## src/rtl/adl_unused_placeholder_removed.sv

```systemverilog
// intentionally empty of logic: no design content
`timescale 1ns/1ps
`default_nettype none
`default_nettype wire

```

## src/shared/adl_pkg.sv

```systemverilog
// constants and types for the divisional depressurization actuation logic
// assumes a 100 MHz i_clock; long timer counts are overridable by top parameters
package adl_pkg;
  localparam int unsigned CLK_HZ = 100_000_000;
  localparam int unsigned NDIV = 4;
  localparam int unsigned NCH = 3;
  localparam int unsigned NRELIEF = 10;
  localparam int unsigned NSQUIB = 8;
  localparam int unsigned NVALVE = NRELIEF + NSQUIB;
  localparam int unsigned GRP_RELIEF = 5;
  localparam int unsigned GRP_SQUIB = 2;
  localparam int unsigned NGRP = 6;
  localparam int unsigned NTMR = 5;
  localparam int unsigned RELIEF_DRV = 2;
  localparam int unsigned SQUIB_DRV = 3;
  localparam int unsigned VOTE_MIN = 2;
  localparam int unsigned MAN_DIV_MIN = 2;
  localparam int unsigned TW = 40;
  localparam int unsigned SEC_PER_MIN = 60;
  localparam longint unsigned LVL_SUSTAIN_S = 10;
  localparam longint unsigned PRS_SUSTAIN_MIN = 60;
  localparam longint unsigned GRP_DLY_S = 10;
  localparam longint unsigned LVL_SUSTAIN_CYC = LVL_SUSTAIN_S * CLK_HZ;
  localparam longint unsigned PRS_SUSTAIN_CYC = PRS_SUSTAIN_MIN * SEC_PER_MIN * CLK_HZ;
  localparam logic [31:0] GRP_DLY_CYC = 32'(GRP_DLY_S * CLK_HZ);

  typedef enum logic [1:0] {SEQ_IDLE, SEQ_RUN, SEQ_DONE} adl_seq_e;

  // valve to sequence group: relief valves first, then squib pairs
  function automatic int unsigned adl_grp_of(input int unsigned v);
    if (v < GRP_RELIEF) return 0;
    if (v < NRELIEF) return 1;
    return 2 + (v - NRELIEF) / GRP_SQUIB;
  endfunction : adl_grp_of
endpackage : adl_pkg

```

## src/shared/adl_chan_if.sv

```systemverilog
// carrier from one redundant logic channel to the division voter
// assumes one driver (channel) and one reader (division top)
`timescale 1ns/1ps
`default_nettype none
interface adl_chan_if;
  import adl_pkg::*;
  logic lvl_vote;
  logic prs_vote;
  logic sealed_lvl;
  logic sealed_prs;
  logic [NGRP-1:0] grp_open;
  modport chan (output lvl_vote, prs_vote, sealed_lvl, sealed_prs, grp_open);
  modport top (input lvl_vote, prs_vote, sealed_lvl, sealed_prs, grp_open);
endinterface : adl_chan_if
`default_nettype wire

```

## src/rtl/adl_division.sv

```systemverilog
// one division of depressurization actuation logic: three redundant channels,
// bypass control, manual arm/fire, majority voting and series firing drivers
// assumes every input except i_srst comes from pins outside i_clock's domain
`timescale 1ns/1ps
`default_nettype none
module adl_division
  import adl_pkg::*;
#(
  parameter int unsigned DIV = 0,
  parameter int unsigned LW = 16,
  parameter longint unsigned LVL_CYC = LVL_SUSTAIN_CYC,
  parameter longint unsigned PRS_CYC = PRS_SUSTAIN_CYC,
  parameter logic [NTMR*32-1:0] GRP_CYC = {NTMR{GRP_DLY_CYC}}
)(
  // clock and reset
  input wire logic i_clock,
  input wire logic i_srst,
  // three digitized copies of level and pressure, and setpoints
  input wire logic [NCH*LW-1:0] i_level,
  input wire logic [NCH*LW-1:0] i_pressure,
  input wire logic [LW-1:0] i_level_sp,
  input wire logic [LW-1:0] i_pressure_sp,
  // votes shared by the other divisions, own slot ignored
  input wire logic [NDIV-1:0] i_peer_lvl_vote,
  input wire logic [NDIV-1:0] i_peer_prs_vote,
  // bypass requests and inhibits
  input wire logic [NDIV-1:0] i_bypass_req,
  input wire logic i_inhibit_transient,
  input wire logic i_inhibit_manual,
  // per-valve manual arm and fire
  input wire logic [NVALVE-1:0] i_valve_arm,
  input wire logic [NVALVE-1:0] i_valve_fire,
  // system-level manual arm and fire, one switch per division
  input wire logic [NDIV-1:0] i_sys_arm,
  input wire logic [NDIV-1:0] i_sys_fire,
  // firing circuit status
  input wire logic [NVALVE-1:0] i_test_sw_closed,
  input wire logic [NVALVE-1:0] i_continuity_ok,
  // shared votes
  output logic o_lvl_vote,
  output logic o_prs_vote,
  // bypass status and alarms
  output logic [NDIV-1:0] o_bypass_active,
  output logic o_bypass_refused,
  output logic o_bypass_alarm,
  output logic o_arm_alarm,
  // sealed actuation and downstream starts
  output logic o_sealed_low_level,
  output logic o_sealed_high_press,
  output logic o_cooling_start,
  output logic o_gravity_cooling_start,
  output logic [NGRP-1:0] o_group_open,
  // load drivers and valve state
  output logic [NRELIEF*RELIEF_DRV-1:0] o_relief_drv,
  output logic [NSQUIB*SQUIB_DRV-1:0] o_squib_drv,
  output logic [NVALVE-1:0] o_valve_energized
);
  localparam int unsigned SW = 2*NCH*LW + 2*LW + 5*NDIV + 2 + 4*NVALVE;

  if (LW < 2 || DIV >= NDIV || LVL_CYC < 1 || PRS_CYC < 1
      || PRS_CYC >= (64'h1 << TW) || LVL_CYC >= (64'h1 << TW)) begin : g_chk
    $error("adl_division: unsupported parameter values");
  end

  // synchronised inputs
  logic [SW-1:0] meta_q;
  logic [SW-1:0] sync_q;
  logic [NCH*LW-1:0] level_s;
  logic [NCH*LW-1:0] press_s;
  logic [LW-1:0] level_sp_s;
  logic [LW-1:0] press_sp_s;
  logic [NDIV-1:0] peer_lvl_s;
  logic [NDIV-1:0] peer_prs_s;
  logic [NDIV-1:0] byp_req_s;
  logic inh_tr_s;
  logic inh_man_s;
  logic [NVALVE-1:0] varm_s;
  logic [NVALVE-1:0] vfire_s;
  logic [NDIV-1:0] sarm_s;
  logic [NDIV-1:0] sfire_s;
  logic [NVALVE-1:0] sw_s;
  logic [NVALVE-1:0] cont_s;

  // bypass
  logic [NDIV-1:0] bypass_q;
  logic refused_q;
  logic byp_alarm_q;

  // manual
  logic [NVALVE-1:0] armed_q;
  logic [NVALVE-1:0] vfire_prev_q;
  logic [NVALVE-1:0] man_open_q;
  logic [NDIV-1:0] sarmed_q;
  logic [NDIV-1:0] sfire_prev_q;
  logic [NDIV-1:0] done_q;
  logic sys_seal_q;
  logic arm_alarm_q;

  // channel results
  logic [NCH-1:0] ch_lvl;
  logic [NCH-1:0] ch_prs;
  logic [NCH-1:0] ch_slvl;
  logic [NCH-1:0] ch_sprs;
  logic [NGRP-1:0] ch_grp [NCH];
  logic [NGRP-1:0] grp_maj;
  logic inhibit;

  // outputs and drivers
  logic lvl_vote_q;
  logic prs_vote_q;
  logic slvl_q;
  logic sprs_q;
  logic cool_q;
  logic grav_q;
  logic [NGRP-1:0] grp_q;
  logic [NVALVE-1:0] cmd;
  logic [NRELIEF*RELIEF_DRV-1:0] relief_d;
  logic [NSQUIB*SQUIB_DRV-1:0] squib_d;
  logic [NVALVE-1:0] energize_d;
  logic [NRELIEF*RELIEF_DRV-1:0] relief_q;
  logic [NSQUIB*SQUIB_DRV-1:0] squib_q;
  logic [NVALVE-1:0] energized_q;

  function automatic logic maj3(input logic [NCH-1:0] a);
    return (a[0] & a[1]) | (a[0] & a[2]) | (a[1] & a[2]);
  endfunction : maj3

  // two flip-flops on every pin; digitizer words are held stable for many cycles
  always_ff @(posedge i_clock) begin
    if (i_srst) begin
      meta_q <= '0;
      sync_q <= '0;
    end else begin
      meta_q <= {i_level, i_pressure, i_level_sp, i_pressure_sp,
                 i_peer_lvl_vote, i_peer_prs_vote, i_bypass_req,
                 i_inhibit_transient, i_inhibit_manual, i_valve_arm,
                 i_valve_fire, i_sys_arm, i_sys_fire, i_test_sw_closed,
                 i_continuity_ok};
      sync_q <= meta_q;
    end
  end

  assign {level_s, press_s, level_sp_s, press_sp_s, peer_lvl_s, peer_prs_s,
          byp_req_s, inh_tr_s, inh_man_s, varm_s, vfire_s, sarm_s, sfire_s,
          sw_s, cont_s} = sync_q;

  // bypass grant: first single request wins, held until it is withdrawn
  always_ff @(posedge i_clock) begin
    if (i_srst) begin
      bypass_q <= '0;
      refused_q <= 1'b0;
      byp_alarm_q <= 1'b0;
    end else begin
      if (bypass_q == '0) begin
        if ($onehot(byp_req_s)) bypass_q <= byp_req_s;
      end else if ((byp_req_s & bypass_q) == '0) begin
        bypass_q <= '0;
      end
      refused_q <= (bypass_q != '0 && (byp_req_s & ~bypass_q) != '0)
                   || (bypass_q == '0 && $countones(byp_req_s) > 1);
      byp_alarm_q <= bypass_q != '0;
    end
  end

  assign inhibit = inh_tr_s | inh_man_s;

  // per-valve arm then fire: fire edge counts only if arm was seen a cycle earlier
  always_ff @(posedge i_clock) begin
    if (i_srst) begin
      armed_q <= '0;
      vfire_prev_q <= '0;
      man_open_q <= '0;
    end else begin
      armed_q <= varm_s;
      vfire_prev_q <= vfire_s;
      man_open_q <= man_open_q | (vfire_s & ~vfire_prev_q & armed_q);
    end
  end

  // system initiation from the divisional switches
  always_ff @(posedge i_clock) begin
    if (i_srst) begin
      sarmed_q <= '0;
      sfire_prev_q <= '0;
      done_q <= '0;
      sys_seal_q <= 1'b0;
    end else begin
      sarmed_q <= sarm_s;
      sfire_prev_q <= sfire_s;
      done_q <= done_q | (sfire_s & ~sfire_prev_q & sarmed_q);
      if ($countones(done_q) >= MAN_DIV_MIN) sys_seal_q <= 1'b1;
    end
  end

  always_ff @(posedge i_clock) begin
    if (i_srst) arm_alarm_q <= 1'b0;
    else arm_alarm_q <= (varm_s != '0) || (sarm_s != '0);
  end

  // three redundant channels, each on its own digitized copy
  adl_chan_if cbus [NCH] ();

  for (genvar c = 0; c < NCH; c++) begin : g_ch
    adl_channel #(
      .DIV(DIV),
      .LW(LW),
      .LVL_CYC(LVL_CYC),
      .PRS_CYC(PRS_CYC),
      .GRP_CYC(GRP_CYC)
    ) u_ch (
      .i_clock(i_clock),
      .i_srst(i_srst),
      .i_level(level_s[c*LW +: LW]),
      .i_pressure(press_s[c*LW +: LW]),
      .i_level_sp(level_sp_s),
      .i_pressure_sp(press_sp_s),
      .i_peer_lvl(peer_lvl_s),
      .i_peer_prs(peer_prs_s),
      .i_bypass(bypass_q),
      .i_inhibit(inhibit),
      .i_man_start(sys_seal_q),
      .o_bus(cbus[c])
    );
    assign ch_lvl[c] = cbus[c].lvl_vote;
    assign ch_prs[c] = cbus[c].prs_vote;
    assign ch_slvl[c] = cbus[c].sealed_lvl;
    assign ch_sprs[c] = cbus[c].sealed_prs;
    assign ch_grp[c] = cbus[c].grp_open;
  end

  // one faulty channel can neither open nor hold back a group
  assign grp_maj = (ch_grp[0] & ch_grp[1]) | (ch_grp[0] & ch_grp[2])
                   | (ch_grp[1] & ch_grp[2]);

  for (genvar v = 0; v < NVALVE; v++) begin : g_valve
    assign cmd[v] = grp_maj[adl_grp_of(v)] | man_open_q[v];
    if (v < NRELIEF) begin : g_rel
      assign relief_d[v*RELIEF_DRV +: RELIEF_DRV] = {RELIEF_DRV{cmd[v]}};
      assign energize_d[v] = (&relief_d[v*RELIEF_DRV +: RELIEF_DRV])
                             & sw_s[v] & cont_s[v];
    end else begin : g_sq
      localparam int unsigned S = v - NRELIEF;
      assign squib_d[S*SQUIB_DRV +: SQUIB_DRV] = {SQUIB_DRV{cmd[v]}};
      assign energize_d[v] = (&squib_d[S*SQUIB_DRV +: SQUIB_DRV])
                             & sw_s[v] & cont_s[v];
    end
  end

  always_ff @(posedge i_clock) begin
    if (i_srst) begin
      lvl_vote_q <= 1'b0;
      prs_vote_q <= 1'b0;
      slvl_q <= 1'b0;
      sprs_q <= 1'b0;
      cool_q <= 1'b0;
      grav_q <= 1'b0;
      grp_q <= '0;
    end else begin
      lvl_vote_q <= maj3(ch_lvl);
      prs_vote_q <= maj3(ch_prs);
      slvl_q <= maj3(ch_slvl);
      sprs_q <= maj3(ch_sprs);
      cool_q <= maj3(ch_slvl);
      grav_q <= maj3(ch_sprs);
      grp_q <= grp_maj;
    end
  end

  always_ff @(posedge i_clock) begin
    if (i_srst) begin
      relief_q <= '0;
      squib_q <= '0;
      energized_q <= '0;
    end else begin
      relief_q <= relief_d;
      squib_q <= squib_d;
      energized_q <= energize_d;
    end
  end

  assign o_lvl_vote = lvl_vote_q;
  assign o_prs_vote = prs_vote_q;
  assign o_bypass_active = bypass_q;
  assign o_bypass_refused = refused_q;
  assign o_bypass_alarm = byp_alarm_q;
  assign o_arm_alarm = arm_alarm_q;
  assign o_sealed_low_level = slvl_q;
  assign o_sealed_high_press = sprs_q;
  assign o_cooling_start = cool_q;
  assign o_gravity_cooling_start = grav_q;
  assign o_group_open = grp_q;
  assign o_relief_drv = relief_q;
  assign o_squib_drv = squib_q;
  assign o_valve_energized = energized_q;
endmodule : adl_division
`default_nettype wire

```

## src/rtl/adl_channel.sv

```systemverilog
// one redundant logic channel: compare, vote, sustain, seal-in, sequencer
// assumes all inputs already synchronised to i_clock
`timescale 1ns/1ps
`default_nettype none
module adl_channel
  import adl_pkg::*;
#(
  parameter int unsigned DIV = 0,
  parameter int unsigned LW = 16,
  parameter longint unsigned LVL_CYC = LVL_SUSTAIN_CYC,
  parameter longint unsigned PRS_CYC = PRS_SUSTAIN_CYC,
  parameter logic [NTMR*32-1:0] GRP_CYC = {NTMR{GRP_DLY_CYC}}
)(
  // clock and reset
  input wire logic i_clock,
  input wire logic i_srst,
  // own measurement copy and setpoints
  input wire logic [LW-1:0] i_level,
  input wire logic [LW-1:0] i_pressure,
  input wire logic [LW-1:0] i_level_sp,
  input wire logic [LW-1:0] i_pressure_sp,
  // shared votes and control
  input wire logic [NDIV-1:0] i_peer_lvl,
  input wire logic [NDIV-1:0] i_peer_prs,
  input wire logic [NDIV-1:0] i_bypass,
  input wire logic i_inhibit,
  input wire logic i_man_start,
  // results
  adl_chan_if.chan o_bus
);
  logic lvl_vote_q;
  logic prs_vote_q;
  logic [NDIV-1:0] lvl_all;
  logic [NDIV-1:0] prs_all;
  logic [1:0] trip;
  logic [TW-1:0] sus_q [2];
  logic sealed_q [2];
  logic start;
  adl_seq_e st_q;
  logic [2:0] stage_q;
  logic [31:0] dly_q;
  logic [NGRP-1:0] open_q;
  logic [31:0] glim [NTMR];

  always_ff @(posedge i_clock) begin
    if (i_srst) begin
      lvl_vote_q <= 1'b0;
      prs_vote_q <= 1'b0;
    end else begin
      lvl_vote_q <= i_level < i_level_sp;
      prs_vote_q <= i_pressure > i_pressure_sp;
    end
  end

  always_comb begin
    lvl_all = i_peer_lvl;
    prs_all = i_peer_prs;
    lvl_all[DIV] = lvl_vote_q;
    prs_all[DIV] = prs_vote_q;
    // a bypassed slot never counts, so two of the remaining three still trips
    lvl_all = lvl_all & ~i_bypass;
    prs_all = prs_all & ~i_bypass;
    trip[0] = $countones(lvl_all) >= VOTE_MIN;
    trip[1] = $countones(prs_all) >= VOTE_MIN;
  end

  for (genvar k = 0; k < 2; k++) begin : g_sus
    localparam logic [TW-1:0] LIM = (k == 0) ? TW'(LVL_CYC) : TW'(PRS_CYC);
    always_ff @(posedge i_clock) begin
      if (i_srst) begin
        sus_q[k] <= '0;
        sealed_q[k] <= 1'b0;
      end else if (!trip[k]) begin
        sus_q[k] <= '0;
      end else if (sus_q[k] == LIM - 1'b1) begin
        sealed_q[k] <= 1'b1;
      end else begin
        sus_q[k] <= sus_q[k] + 1'b1;
      end
    end

  end

  for (genvar t = 0; t < NTMR; t++) begin : g_lim
    assign glim[t] = GRP_CYC[32*t +: 32];
  end

  // inhibit only gates the automatic start, not i_man_start; a sequence already under way completes
  assign start = ((sealed_q[0] || sealed_q[1]) && !i_inhibit) || i_man_start;

  always_ff @(posedge i_clock) begin
    if (i_srst) begin
      st_q <= SEQ_IDLE;
      stage_q <= 3'h1;
      dly_q <= '0;
      open_q <= '0;
    end else begin
      case (st_q)
        SEQ_IDLE: begin
          if (start) begin
            open_q[0] <= 1'b1;
            st_q <= SEQ_RUN;
          end
        end
        SEQ_RUN: begin
          if (dly_q >= glim[stage_q - 3'h1] - 32'h1) begin
            open_q[stage_q] <= 1'b1;
            dly_q <= '0;
            if (stage_q == 3'(NGRP - 1)) st_q <= SEQ_DONE;
            else stage_q <= stage_q + 3'h1;
          end else begin
            dly_q <= dly_q + 32'h1;
          end
        end
        default: begin
        end
      endcase
    end
  end

  assign o_bus.lvl_vote = lvl_vote_q;
  assign o_bus.prs_vote = prs_vote_q;
  assign o_bus.sealed_lvl = sealed_q[0];
  assign o_bus.sealed_prs = sealed_q[1];
  assign o_bus.grp_open = open_q;
endmodule : adl_channel
`default_nettype wire

```

## config.mk

```make
export PLATFORM = sky130hd
export DESIGN_NAME = adl_division
export DESIGN_NICKNAME = d
export VERILOG_FILES = /design/src/rtl/adl_unused_placeholder_removed.sv /design/src/shared/adl_pkg.sv /design/src/shared/adl_chan_if.sv /design/src/rtl/adl_division.sv /design/src/rtl/adl_channel.sv
export SDC_FILE = /design/constraint.sdc
export NUM_CORES = 2
export LEC_CHECK = 0
export BUFFER_PORTS_ARGS = -buffer_cell sky130_fd_sc_hd__buf_2
export CAP_MARGIN = 20
export CORE_ASPECT_RATIO = 0.9
export CORE_MARGIN = 2
export CORE_UTILIZATION = 40
export DETAILED_ROUTE_END_ITERATION = 6
export PLACE_DENSITY = 0.63
export SLEW_MARGIN = 20
export SYNTH_ARGS = -nofsm -noshare
export SYNTH_HDL_FRONTEND = slang
export SYNTH_SLANG_ARGS = --single-unit
```

## constraint.sdc

```tcl
create_clock -name i_clock -period 6.7 [get_ports i_clock]
set_input_delay 0.67 -clock i_clock [delete_from_list [all_inputs] [get_ports i_clock]]
set_output_delay 0.67 -clock i_clock [all_outputs]
set_load 0.02 [all_outputs]
```

==> results.tsv <==
metric	value	unit
crit-path cells	and4_1, and3_1, nand4_1, nor4_1, nand2b_2, nor2_1	
critical path's top delay family	simple AND/OR/NAND/NOR gates	
GPL Wtd Cong	0.7997	
Clock Skew	31.04	ps
Async SR Flop Fraction	0	
Synth-to-Final Area Change	16.09	%
clk sinks	941	
maximum VDD drop	0.0001768	V
post_cts resized	0	
largest net degree at the start of global routing	272	
Max transition margin	0.3080	
DIE AREA	0.09600	mm2
FILL cells	8756	
synth unique cells	69	
Setup violations, final	0	
Slowest-stage cell, CP	nor4_1	
Crit path required time	7080	ps
Cell Rows	106	
commonest non-fill, non-tap cell in the layout	dfxtp_1	
antenna viol nets, final	0	
final hold violations	0	
RSZ-0062 raised after global routing	false	
GRT Max-Usage Layer	met2	
Sw Pwr	2598	uW
Starting Density	0.4030	
CP peak stage delay	920	ps
share of cells above drive strength 1	0.1277	
Worst Max-Slew Pin Slew	1034	ps
Tcrit/Tclk final	0.5026	
Nets	4204	
Pwr per Cell Area	282.0	mW/mm2
area occupied by multi-input gates	0.01501	mm2
Chip Height	294.1	um
Die X	326.4	um
Synth Net Count	3943	
top cells by area, synth	dfxtp_1 (37%), edfxtp_1 (20%), nor2b_1 (8.5%), nor2_1 (4.7%), xor2_1 (4.6%)	
H-tree levels	3	
Core Footprint	0.09284	mm2
worst-path maximum fanout	40	
setup bufs post-CTS	0	
CP Capture Type	flip-flop	
Worst Path Buf+Inv	0	
crit start category	flip-flop	
Hold Crit Class	input pin to flip-flop	
ys flop type	dfxtp_1	
Synth top area share	0.3735	
logic gate share of total power	0.039	
PortBufs	302	
most area-hungry cell type in the Yosys netlist	dfxtp_1	
Max Fclk	296.9	MHz
Sw Ratio	0.2121	
Mapped Area	0.03741	mm2
routed wire length	73730	um
Flop pwr share	0.490	
DRC violation count after routing	0	
grt ovf	0	
first-pass GRT wire length	120000	um
maximum buffer depth of the clock tree	3	
register area	0.02127	mm2
Global Route met3 Usage	0.02865	
Worst-path clk slew	60	ps
pins over their slew limit	0	
vias in the first global route	23130	
Avg Cell Area, Syn	10.42	um2
MaxCap Viol Count	0	
placed wire-length estimate	50290	um
post-DR wirelength/cell	14.24	um
Starting DRT DRC Count	1277	
final core utilization	0.4678	
commonest non-fill, non-tap cells in the layout	dfxtp_1 (698), nor2b_1 (511), nor2_1 (465), buf_2 (301), edfxtp_1 (243)	
LEAKAGE	0.01690	uW
Num CTS Buffers	96	
CTS tree	built	
Clk pwr share	0.470	
Post-CTS Hold Fix Bufs	0	
initial antenna violation count	6	
EDFF count, synth	243	
Worst Path Arrival	3740	ps
FF+latch count, synth	941	
kind of critical path	flip-flop to flip-flop	
All-Layer GR Usage	0.1509	
Synth warnings	0	
TNS Setup	0	ps
TritonRoute pass-1 iters	5	
Clock Tree Root	clkbuf_16	
routing usage on met1	0.2135	
Cell Int Power	9651	uW
clk_lat worst skew	660	ps
post-synthesis sequential area ratio	0.5685	
via count	24510	
minimum clock period	3368	ps
met2 usage	0.2373	
status	finished, final reports clean	
io pins	305	
Gate Count Post-Synth	3592	
vias per cell	4.735	
==> logic make-up after synthesis <==
kind of cell	Yosys count	share of synthesized area
and+or+nand+nor	1703	0.2419
DFF	941	0.5685
xor gates and xnor gates	302	0.07070
AOI/OAI and AO/OA	249	0.04237
adders and majority gates	129	0.04461
muxes	3	0.0008694
buffers and inverters	265	0.03107
==> cell type report <==
type                    instances  share of cell area
clock inverters                45             0.01731
diodes                          2           0.0001152
flip-flops and latches        941              0.4897
repair buffers                319             0.03872
well taps                    1242             0.03578
clock buffers                 132             0.06335
multi-input cells            2386              0.3456
inverters                     109            0.009420
==> registers in the layout (all words and copies together), names as in the netlist, 9 cells and up <==
signal / flops
armed_q: 18
g_ch.u_ch.dly_q: 96
g_ch.u_ch.o_bus.grp_open: 18
g_ch.u_ch.stage_q: 9
g_ch.u_ch.sus_q: 240
man_open_q: 18
meta_q: 220
o_relief_drv: 10
o_valve_energized: 18
sync_q: 220
vfire_prev_q: 18
==> worst paths after layout <==
check / from / endpoint / slack (ps) / depth (start not counted)
setup / recovery: g_ch[0].u_ch.sus_q[1][3] / g_ch[0].u_ch.sus_q[1][20] / 3330 / 6
hold / removal: i_valve_fire[8] / meta_q[52] / 210 / 2
setup reg to reg: g_ch[0].u_ch.sus_q[1][3] / g_ch[0].u_ch.sus_q[1][20] / 3330 / 6
hold reg to reg: meta_q[55] / sync_q[55] / 430 / 1
==> through the flow <==
step	instances	power [uW]	instance area [um2]	setup slack (ps)	hold slack, ps
2_1_floorplan	3592	6435	37410	3626	413.8
3_3_place_gp	4996	6609	39890	3228	415.8
3_5_place_dp	4996	6616	39890	3232	420.4
4_1_cts	5173	12410	43390	3246	169.7
5_1_grt	5174	12720	43430	3074	184.0
6_report	5176	12250	43430	3332	210.9
==> layer usage <==
layer	wire length, um	up-vias	share of wire
li1	-	12653	-
met1	36590	11392	0.50
met2	32800	379	0.44
met3	3168	82	0.043
met4	1147	4	0.016
met5	24	-	0.00033
==> synth_stat cells (all sizes together), types with 8 or more instances <==
| library cell | number |
|---|---|
| buf | 60 |
| and3 | 68 |
| nand4 | 111 |
| a21o | 25 |
| clkbuf | 96 |
| o21a | 14 |
| a21oi | 65 |
| nand2 | 179 |
| o21ai | 46 |
| nor4 | 46 |
| and2 | 27 |
| xnor2 | 104 |
| a211oi | 12 |
| inv | 109 |
| ha | 119 |
| edfxtp | 243 |
| nand3 | 123 |
| nor4b | 12 |
| nor2b | 511 |
| fa | 8 |
| xor2 | 198 |
| dfxtp | 698 |
| nor2 | 466 |
| or3 | 18 |
| nand2b | 17 |
| and4 | 26 |
| nor3 | 65 |
| a31oi | 37 |
==> power by group through the flow <==
stage,clock network (uW),registers [uW],logic (uW)
final,5760,6010,480
after global routing,6160,6020,546
after CTS,5910,6010,487
after detailed placement,0,6130,484
after global placement,0,6130,479
after floorplan,0,6110,320
No activity file was read; power rests on OpenSTA's default activity.
